**src/hdl/iep_map.svh**
```systemverilog
// Register offsets, reset values and field layout of the interrupt enable/pending bank
// Functional notes
// RULE1: Writing one to a set-enable bit enables that line; zero leaves it alone.
// RULE2: Reading a set-enable word returns each line's enable state.
// RULE3: Writing one to a clear-enable bit disables that line; zero does nothing.
// RULE4: Reading a clear-enable word returns the same enable state.
// RULE5: All enable, pending, active, priority and trigger state resets to zero.
// RULE6: Set-enable words sit at 0x000/0x004, clear-enable at 0x080/0x084.
// RULE7: Set-pending words sit at 0x100/0x104, clear-pending at 0x180/0x184.
// RULE8: Active status words sit at 0x200 and 0x204.
// RULE9: Priority words start at 0x300; the last one sits at 0x33C.
// RULE10: Software trigger word sits at 0xE00 and raises an interrupt on write.
// RULE11: A disabled line still goes pending but never activates; active holds.
// RULE12: Pending set and cleared by writing ones; clearing leaves active alone.
// RULE13: Each line has an 8-bit priority; each word holds four lines.
// RULE14: Bit n of the low word is line n; of the high word, line 32+n.
// RULE15: Simultaneous set and clear touch only bits written as one.
`ifndef IEP_MAP_SVH
`define IEP_MAP_SVH
`define IEP_ADDR_W 12
`define IEP_OFF_SET_EN_LO 12'h000
`define IEP_OFF_SET_EN_HI 12'h004
`define IEP_OFF_CLR_EN_LO 12'h080
`define IEP_OFF_CLR_EN_HI 12'h084
`define IEP_OFF_SET_PEND_LO 12'h100
`define IEP_OFF_SET_PEND_HI 12'h104
`define IEP_OFF_CLR_PEND_LO 12'h180
`define IEP_OFF_CLR_PEND_HI 12'h184
`define IEP_OFF_ACTIVE_LO 12'h200
`define IEP_OFF_ACTIVE_HI 12'h204
`define IEP_OFF_PRIO_FIRST 12'h300
`define IEP_OFF_PRIO_LAST 12'h33c
`define IEP_OFF_SOFT_TRIG 12'he00
`define IEP_RESET_WORD 32'h0000_0000
`define IEP_PRIO_W 8
`define IEP_PRIO_PER_WORD 4
`define IEP_TRIG_ID_W 6
`endif

```
**src/hdl/iep_pkg.sv**
```systemverilog
// Types shared by the interrupt enable/pending bank
package iep_pkg;
  typedef logic [31:0] iep_word_type;
  typedef logic [11:0] iep_addr_type;
  typedef enum logic [3:0] {
    IEP_REG_NONE = 4'h0,
    IEP_REG_SET_EN = 4'h1,
    IEP_REG_CLR_EN = 4'h2,
    IEP_REG_SET_PEND = 4'h3,
    IEP_REG_CLR_PEND = 4'h4,
    IEP_REG_ACTIVE = 4'h5,
    IEP_REG_PRIO = 4'h6,
    IEP_REG_TRIG = 4'h7
  } iep_region_type;
endpackage

```
**src/hdl/iep_line.sv**
```systemverilog
// Enable, pending and active state of one interrupt line
`timescale 1ns/1ps
module iep_line (
  input wire logic core_clk,
  input wire logic reset,
  input wire logic srcLevel,
  input wire logic enSet,
  input wire logic enClr,
  input wire logic pendSet,
  input wire logic pendClr,
  input wire logic activateReq,
  input wire logic exitReq,
  output logic enabled,
  output logic pending,
  output logic active,
  output logic activated
);
  logic en_r;
  logic en_nxt;
  logic pend_r;
  logic pend_nxt;
  logic act_r;
  logic act_nxt;
  logic take;
  logic pendRaise;

  assign take = activateReq & en_r & pend_r & ~act_r; // RULE11
  assign pendRaise = srcLevel | pendSet; // RULE11
  assign en_nxt = enSet ? 1'b1 : (enClr ? 1'b0 : en_r); // RULE15
  assign pend_nxt = pendRaise ? 1'b1 : ((pendClr | take) ? 1'b0 : pend_r); // RULE12
  assign act_nxt = take ? 1'b1 : (exitReq ? 1'b0 : act_r); // RULE11
  assign enabled = en_r;
  assign pending = pend_r;
  assign active = act_r;
  assign activated = take;

  always_ff @(posedge core_clk or posedge reset) begin
    if (reset) begin
      en_r <= 1'b0; // RULE5
      pend_r <= 1'b0;
      act_r <= 1'b0;
    end else begin
      en_r <= en_nxt;
      pend_r <= pend_nxt;
      act_r <= act_nxt;
    end
  end
endmodule

```
**src/hdl/iep_regs.sv**
```systemverilog
// Memory-mapped enable, pending, active, priority and trigger bank for the interrupt lines
`timescale 1ns/1ps
`include "iep_map.svh"
module iep_regs #(
  parameter int LINES = 64,
  parameter int ID_W = 6
) (
  input wire logic core_clk,
  input wire logic reset,
  input wire logic regWrite,
  input wire logic regRead,
  input wire logic [`IEP_ADDR_W-1:0] regAddr,
  input wire logic [31:0] regWdata,
  output logic [31:0] regRdata,
  output logic regRvalid,
  input wire logic [LINES-1:0] irqSrc,
  input wire logic activateValid,
  input wire logic [ID_W-1:0] activateId,
  input wire logic exitValid,
  input wire logic [ID_W-1:0] exitId,
  output logic [LINES-1:0] irqEnabled,
  output logic [LINES-1:0] irqPending,
  output logic [LINES-1:0] irqActive,
  output logic [LINES-1:0] irqReady,
  output logic [LINES*`IEP_PRIO_W-1:0] irqPriority,
  output logic activateDone
);
  localparam int PRIO_WORDS = LINES / `IEP_PRIO_PER_WORD;
  localparam int PW_W = $clog2(PRIO_WORDS);

  // Address decode
  logic hiWord;
  logic [`IEP_ADDR_W-1:0] wordAddr;
  logic hitSetEn;
  logic hitClrEn;
  logic hitSetPend;
  logic hitClrPend;
  logic hitActive;
  logic hitPrio;
  logic hitTrig;
  logic [PW_W-1:0] prioIdx;
  iep_pkg::iep_region_type region;

  assign hiWord = regAddr[2];
  assign wordAddr = {regAddr[`IEP_ADDR_W-1:3], 3'h0};
  assign hitSetEn = (regAddr[1:0] == 2'h0) && (wordAddr == `IEP_OFF_SET_EN_LO); // RULE6
  assign hitClrEn = (regAddr[1:0] == 2'h0) && (wordAddr == `IEP_OFF_CLR_EN_LO); // RULE6
  assign hitSetPend = (regAddr[1:0] == 2'h0) && (wordAddr == `IEP_OFF_SET_PEND_LO); // RULE7
  assign hitClrPend = (regAddr[1:0] == 2'h0) && (wordAddr == `IEP_OFF_CLR_PEND_LO); // RULE7
  assign hitActive = (regAddr[1:0] == 2'h0) && (wordAddr == `IEP_OFF_ACTIVE_LO); // RULE8
  assign hitPrio = (regAddr[1:0] == 2'h0) && (regAddr >= `IEP_OFF_PRIO_FIRST)
    && (regAddr <= `IEP_OFF_PRIO_LAST); // RULE9
  assign hitTrig = (regAddr == `IEP_OFF_SOFT_TRIG); // RULE10
  assign prioIdx = PW_W'((regAddr - `IEP_OFF_PRIO_FIRST) >> 2);

  assign region = hitSetEn ? iep_pkg::IEP_REG_SET_EN :
    hitClrEn ? iep_pkg::IEP_REG_CLR_EN :
    hitSetPend ? iep_pkg::IEP_REG_SET_PEND :
    hitClrPend ? iep_pkg::IEP_REG_CLR_PEND :
    hitActive ? iep_pkg::IEP_REG_ACTIVE :
    hitPrio ? iep_pkg::IEP_REG_PRIO :
    hitTrig ? iep_pkg::IEP_REG_TRIG :
    iep_pkg::IEP_REG_NONE;

  // Write strobes spread over the 64 lines
  logic [LINES-1:0] wordMask;
  logic [LINES-1:0] wrBits;
  logic [LINES-1:0] enSetVec;
  logic [LINES-1:0] enClrVec;
  logic [LINES-1:0] pendSetVec;
  logic [LINES-1:0] pendClrVec;
  logic [LINES-1:0] trigVec;
  logic [LINES-1:0] activateVec;
  logic [LINES-1:0] exitVec;
  logic [LINES-1:0] takenVec;
  logic trigWrite;

  assign wordMask = hiWord ? {{32{1'b1}}, {(LINES-32){1'b0}}} :
    {{(LINES-32){1'b0}}, {32{1'b1}}}; // RULE14
  assign wrBits = {regWdata, regWdata} & wordMask; // RULE14
  assign enSetVec = (regWrite && region == iep_pkg::IEP_REG_SET_EN) ? wrBits : '0; // RULE1
  assign enClrVec = (regWrite && region == iep_pkg::IEP_REG_CLR_EN) ? wrBits : '0; // RULE3
  assign trigWrite = regWrite && region == iep_pkg::IEP_REG_TRIG;
  assign trigVec = trigWrite ? (LINES'(1) << regWdata[`IEP_TRIG_ID_W-1:0]) : '0; // RULE10
  assign pendSetVec = ((regWrite && region == iep_pkg::IEP_REG_SET_PEND) ? wrBits : '0)
    | trigVec; // RULE12
  assign pendClrVec = (regWrite && region == iep_pkg::IEP_REG_CLR_PEND) ? wrBits : '0; // RULE12
  assign activateVec = activateValid ? (LINES'(1) << activateId) : '0;
  assign exitVec = exitValid ? (LINES'(1) << exitId) : '0;

  // Per-line state
  for (genvar i = 0; i < LINES; i++) begin : g_line
    iep_line u_line (
      .core_clk(core_clk),
      .reset(reset),
      .srcLevel(irqSrc[i]),
      .enSet(enSetVec[i]),
      .enClr(enClrVec[i]),
      .pendSet(pendSetVec[i]),
      .pendClr(pendClrVec[i]),
      .activateReq(activateVec[i]),
      .exitReq(exitVec[i]),
      .enabled(irqEnabled[i]),
      .pending(irqPending[i]),
      .active(irqActive[i]),
      .activated(takenVec[i])
    );
  end

  assign irqReady = irqEnabled & irqPending & ~irqActive; // RULE11
  assign activateDone = |takenVec;

  // Priority storage, one byte per line, four lines per word
  logic [`IEP_PRIO_W-1:0] prio_r [LINES];
  logic prioWrite;

  assign prioWrite = regWrite && region == iep_pkg::IEP_REG_PRIO;

  for (genvar p = 0; p < LINES; p++) begin : g_prio
    always_ff @(posedge core_clk or posedge reset) begin
      if (reset) begin
        prio_r[p] <= '0; // RULE5
      end else if (prioWrite && prioIdx == PW_W'(p / `IEP_PRIO_PER_WORD)) begin
        prio_r[p] <= regWdata[(p % `IEP_PRIO_PER_WORD)*`IEP_PRIO_W +: `IEP_PRIO_W]; // RULE13
      end
    end
    assign irqPriority[p*`IEP_PRIO_W +: `IEP_PRIO_W] = prio_r[p];
  end

  // Software trigger holds the last requested line number
  logic [`IEP_TRIG_ID_W-1:0] trigId_r;

  always_ff @(posedge core_clk or posedge reset) begin
    if (reset) begin
      trigId_r <= '0; // RULE5
    end else if (trigWrite) begin
      trigId_r <= regWdata[`IEP_TRIG_ID_W-1:0]; // RULE10
    end
  end

  // Read data selection
  logic [31:0] enWord;
  logic [31:0] pendWord;
  logic [31:0] actWord;
  logic [31:0] prioWord;
  logic [31:0] rdSel;

  assign enWord = hiWord ? irqEnabled[LINES-1:32] : irqEnabled[31:0]; // RULE14
  assign pendWord = hiWord ? irqPending[LINES-1:32] : irqPending[31:0];
  assign actWord = hiWord ? irqActive[LINES-1:32] : irqActive[31:0];
  assign prioWord = {prio_r[{prioIdx, 2'h3}], prio_r[{prioIdx, 2'h2}],
    prio_r[{prioIdx, 2'h1}], prio_r[{prioIdx, 2'h0}]}; // RULE13

  always_comb begin
    case (region)
      iep_pkg::IEP_REG_SET_EN: begin
        rdSel = enWord; // RULE2
      end
      iep_pkg::IEP_REG_CLR_EN: begin
        rdSel = enWord; // RULE4
      end
      iep_pkg::IEP_REG_SET_PEND,
      iep_pkg::IEP_REG_CLR_PEND: begin
        rdSel = pendWord; // RULE12
      end
      iep_pkg::IEP_REG_ACTIVE: begin
        rdSel = actWord; // RULE8
      end
      iep_pkg::IEP_REG_PRIO: begin
        rdSel = prioWord; // RULE9
      end
      iep_pkg::IEP_REG_TRIG: begin
        rdSel = {{(32-`IEP_TRIG_ID_W){1'b0}}, trigId_r};
      end
      default: begin
        rdSel = `IEP_RESET_WORD;
      end
    endcase
  end

  always_ff @(posedge core_clk or posedge reset) begin
    if (reset) begin
      regRdata <= `IEP_RESET_WORD; // RULE5
      regRvalid <= 1'b0;
    end else begin
      regRdata <= regRead ? rdSel : regRdata;
      regRvalid <= regRead;
    end
  end
endmodule

```
**config.mk**
```make
export PLATFORM = sky130hd
export DESIGN_NAME = iep_regs
export DESIGN_NICKNAME = d
export VERILOG_FILES = /design/src/hdl/iep_pkg.sv /design/src/hdl/iep_line.sv /design/src/hdl/iep_regs.sv
export VERILOG_INCLUDE_DIRS = /design/src /design/src/hdl
export SDC_FILE = /design/constraint.sdc
export NUM_CORES = 2
export LEC_CHECK = 0
export ABC_AREA = 1
export ABC_CLOCK_PERIOD_IN_PS = 23000
export BUFFER_PORTS_ARGS = -buffer_cell sky130_fd_sc_hd__buf_2
export CELL_PAD_IN_SITES_DETAIL_PLACEMENT = 1
export CELL_PAD_IN_SITES_GLOBAL_PLACEMENT = 1
export CORE_AREA = 2 2 363 365
export DETAILED_ROUTE_END_ITERATION = 8
export DIE_AREA = 0 0 365 367
export PLACE_DENSITY_LB_ADDON = 0.1
export SLEW_MARGIN = 25
export SYNTH_ARGS = -nofsm -noshare
export SYNTH_HDL_FRONTEND = slang
export SYNTH_HIERARCHICAL = 1
export SYNTH_SLANG_ARGS = --single-unit
```
**constraint.sdc**
```tcl
create_clock -name core_clk -period 23 [get_ports core_clk]
set_input_delay 3.45 -clock core_clk [delete_from_list [all_inputs] [get_ports core_clk]]
set_output_delay 3.45 -clock core_clk [all_outputs]
set_load 0.01 [all_outputs]
```
* Yosys cells after proc, flatten, opt, wreduce, memory -nomap -nowiden
Index checks and enable logic that the tools add are counted.
Operators by class: $lt $le $gt $ge 6, bitwise logic cells 393, reduce and logical (&&, ||, !) cells 227, equality and inequality tests 27, mux-type cells 415, add/sub/neg operators 1, shift-type cells 3
Operators by type and width (count):
- $mux 64 | 8
- $mux 1 | 384
- $reduce_bool 2->1 | 192
- $and 1x1->1 | 192
- $and 64x64->64 | 3
- $bmux 8 s6 | 4
- $shl 1x6->64 const A | 3
- $pmux 32 s5 | 1
- $or 1x1->1 | 128
- $mux 32 | 3
- $mux 8 | 8
- $not 1->1 | 64
- $not 64->64 | 1
- $or 64x64->64 | 1
- $reduce_or 64->1 | 1
- $eq 4x4->1 const B | 8
- $logic_and 1x1->1 | 29
- $ge 7x7->1 const B | 4
- $not 6->7 | 4
- $mux 3 | 7
- $eq 9x6->1 const B | 2
- $eq 4x3->1 const B | 4
- $eq 12x12->1 const B | 1
- $eq 3x3->1 const B | 4
- other kinds (13) | 16
Word-level totals: bits of input ports 126, logic and storage cells 1331, register bits after elaboration 743, output and inout port bits 802

* Logic depth before layout (Yosys ltp)
word-level depth 15, gate-level depth with buffers 15

* By module
The synthesis kept the hierarchy.
By module, submodules not included:
- iep_regs | area each 30978.5 um^2, cells each 4510, seq. area each 13788.2 um^2, times used 1
- iep_line | area each 138.9 um^2, cells each 18, seq. area each 75.1 um^2, times used 64

* Worst setup path after synthesis
Ideal clock, no wire load.
path type input port to output port, start input port activateId[4], end output port activateDone, stages on the path 13, buffers on the path 2, arrival time 4.941 ns, setup slack 14.609 ns, required time 19.550 ns, cells stage by stage clkbuf_1 > inv_1 > clkbuf_1 > nand4_1 > nor2_1 > nand2_1 > inv_1 > nand2_1 > inv_1 > nor4_1 > nand4_1 > nor2_1 > nand2_1
On the way: cells in the longest elaborated chain, start to end 6, elaborated cells on any way between the ends 195
RTL lines:
- start, declared | line iep_regs.sv:18 | input wire logic [ID_W-1:0] activateId,
- $shl 1x6->64 | line iep_regs.sv:88 | assign activateVec = activateValid ? (LINES'(1) << activateId) : '0;
- $mux 64 | line iep_regs.sv:88
- via activateVec[8] | line iep_regs.sv:73 | logic [LINES-1:0] activateVec;
- $and 1x1->1 (3 in a row) | line iep_line.sv:27 | assign take = activateReq & en_r & pend_r & ~act_r;
- via takenVec[8] | line iep_regs.sv:75 | logic [LINES-1:0] takenVec;
- $reduce_or 64->1 | line iep_regs.sv:111 | assign activateDone = |takenVec;
- end, declared | line iep_regs.sv:26 | output logic activateDone
The timed path passes the listed nets, and every way through them passes these cells.

* Final worst setup path
start input port activateId[2], end output port activateDone
The elaborated chain is that of the path after synthesis.

==> impl_metrics.json <==
{
  "synth_edf_count": 0,
  "grt_pass1_wl_um": 321000,
  "reg2reg_depth": 10,
  "gp_congestion": 0.942,
  "final_nets": 6516,
  "syn_avg_cell_area_um2": 7.04,
  "hp-class": "flop to flop",
  "clock_sinks": 743,
  "htreeDepth": 3,
  "cp.required_ns": 19.55,
  "tightestPinTransition_ns": 1.12,
  "vias_per_cell": 5.12,
  "die-area_mm2": 0.134,
  "cts_resized": 0,
  "cp.arrival_ns": 6.54,
  "cts_setup_buffers": 0,
  "hold_viol": 0,
  "path_clk_slew_ns": 0.06,
  "min_period_ns": 9.99,
  "yosys_warnings": 6,
  "dieWidth_um": 365,
  "grt_pass1_vias": 41700,
  "p_per_area_mw_per_mm2": 67.9,
  "num_rows": 133,
  "antenna_found_initial": 23,
  "io_pins": 928,
  "coreArea_mm2": 0.130,
  "place_area_mm2": 0.0455,
  "drv_cap": 0,
  "syn_area_mm2": 0.0399,
  "cts_tree": "done",
  "route.detailed.drc": 0,
  "numCtsBuffers": 92,
  "ys.flop_type": "dfrtp_1",
  "ys_seq_elements": 743,
  "cp-start-kind": "primary input",
  "synth_nets": 5788,
  "rrSetupSlack_ns": 20.60,
  "setup_tns_ns": 0,
  "via_count": 42100,
  "avgRoutedWirePerCell_um": 27.7,
  "clockBufferDepth": 3,
  "ys_seq_area_frac": 0.466,
  "final_common_cell": "nand2_1",
  "fillCellCount": 16600,
  "rsz0062_at_grt": "false",
  "drv_slew": 0,
  "worst_slack_ns": 13.01,
  "leakage_nw": 27.2,
  "grt_use_total": 0.333,
  "whs_ns": 0.477,
  "layout_common_cells": "nand2_1 (1,600), nor2_1 (957), buf_2 (925)",
  "finalInstanceArea_mm2": 0.0485,
  "die_h_um": 367,
  "insertion_delay_ns": 0.72,
  "final.period_utilization": 0.435,
  "run_status": "finished, final reports clean",
  "ir_drop_uv": 47.4,
  "synth_cells": 5662,
  "firstDrtPassIters": 5,
  "drive_above_1_share": 0.192,
  "async_flop_share": 1.00,
  "holdPathStages": 2,
  "hold_buffers": 0,
  "portBuffers": 927,
  "drtIter0Drc": 3412,
  "area_growth_pct": 21.8,
  "yosys.cell_types.count": 30,
  "routed_wl_um": 228000,
  "cts_root_buf": "clkbuf_16",
  "gr-total-overflow": 0,
  "critPathMaxFanout": 14,
  "power_mw": 3.29,
  "crit_path_end_kind": "primary output",
  "postRouteAntennaNets": 0,
  "skew_ns": 0.0173,
  "pre_cts_slack_ns": 13.06,
  "path_class": "primary input to primary output",
  "grt_max_degree": 172,
  "relSlewSlack": 0.248,
  "max_freq_mhz": 100,
  "final-setup-viol-count": 0,
  "initial_core_util": 0.306,
  "hpwl_um": 168000
}
[stage by stage]
| step | instances | util |
|---|---|---|
| after floorplan | 5662 | - |
| after global placement | 8050 | 0.349 |
| after detailed placement | 8050 | 0.349 |
| after CTS | 8211 | 0.372 |
| after global routing | 8217 | 0.372 |
| final | 8222 | 0.372 |
[metal layers]
layer  GRT usage  part of all wire  routed length [um]  vias up
met5           0           0.00076                 172        -
met4       0.133             0.043                9880       26
met3      0.0679             0.071               16100      327
met2       0.552              0.47              107000     1495
met1       0.423              0.41               94200    21100
li1            -                 -                   -    19200
[synthesized netlist by cell type (27+ instances only)]
master | instances | area share
clkbuf_1 | 183 | 0.017
buf_1 | 27 | 0.0025
a21oi_1 | 55 | 0.0069
o21ai_0 | 516 | 0.065
nor2_2 | 69 | 0.011
dfrtp_1 | 743 | 0.47
o21ai_1 | 398 | 0.050
o211ai_1 | 32 | 0.0060
nor3_1 | 41 | 0.0051
inv_1 | 602 | 0.057
nand4_1 | 58 | 0.0091
buf_6 | 48 | 0.014
buf_2 | 81 | 0.010
nand3_1 | 114 | 0.014
nor2_1 | 960 | 0.090
nand2_1 | 1607 | 0.15
o21bai_1 | 64 | 0.012
[worst paths after layout]
path	to	from
worst min-delay path	regRdata[22]	regRdata[22]
min in group asynchronous	g_line[18].u_line/pending	reset
worst max-delay path	activateDone	activateId[2]
worst min register to register	regRdata[22]	regRdata[22]
max in group asynchronous	irqPriority[292]	reset
worst max register to register	regRdata[21]	irqPriority[117]
[final cells by class]
type | instances | area [um^2] | area share
clock buffers | 135 | 2710 | 0.0557
well taps | 1755 | 2200 | 0.0452
clock inverters | 26 | 305 | 0.00629
inverters | 610 | 2310 | 0.0475
repair buffers | 974 | 5080 | 0.105
multi-input cells | 3969 | 17300 | 0.357
diodes | 10 | 25.0 | 0.000515
flip-flops and latches | 743 | 18600 | 0.383
[state kept, by name (all words and copies together), names as in the netlist]
register / flops
g_line.u_line/enabled: 64
regRdata: 32
regRvalid: 1
trigId_r: 6
g_line.u_line/active: 64
irqPriority: 512
g_line.u_line/pending: 64
[power breakdown]
part,leakage [nW],total [mW],switching (mW),internal [mW]
registers,9.49,1.40,0.0655,1.33
clock network,1.49,1.50,0.636,0.859
logic,16.2,0.398,0.286,0.112
total,27.2,3.29,0.988,2.31
[worst max-delay path, stage by stage]
cell,delay [ns]
buf_2,0.23
inv_1,0.54
nor3_2,0.26
nand3_1,0.20
nor2_1,0.06
nand2_1,0.09
inv_1,0.04
nand2_1,0.10
inv_1,0.05
nor4_1,0.82
nand4_1,0.17
nor2_1,0.15
nand2_1,0.18
buf_2,0.20
[logic make-up (layout without fill, tap and decap cells)]
family	after synthesis	count (layout)	synth area share
AOI/OAI and AO/OA	1075	1075	0.142
buffers and inverters	950	1745	0.101
DFF	743	743	0.466
other	0	10	0
and+or+nand+nor	2894	2894	0.291
Power figures use the tool's default switching activity.
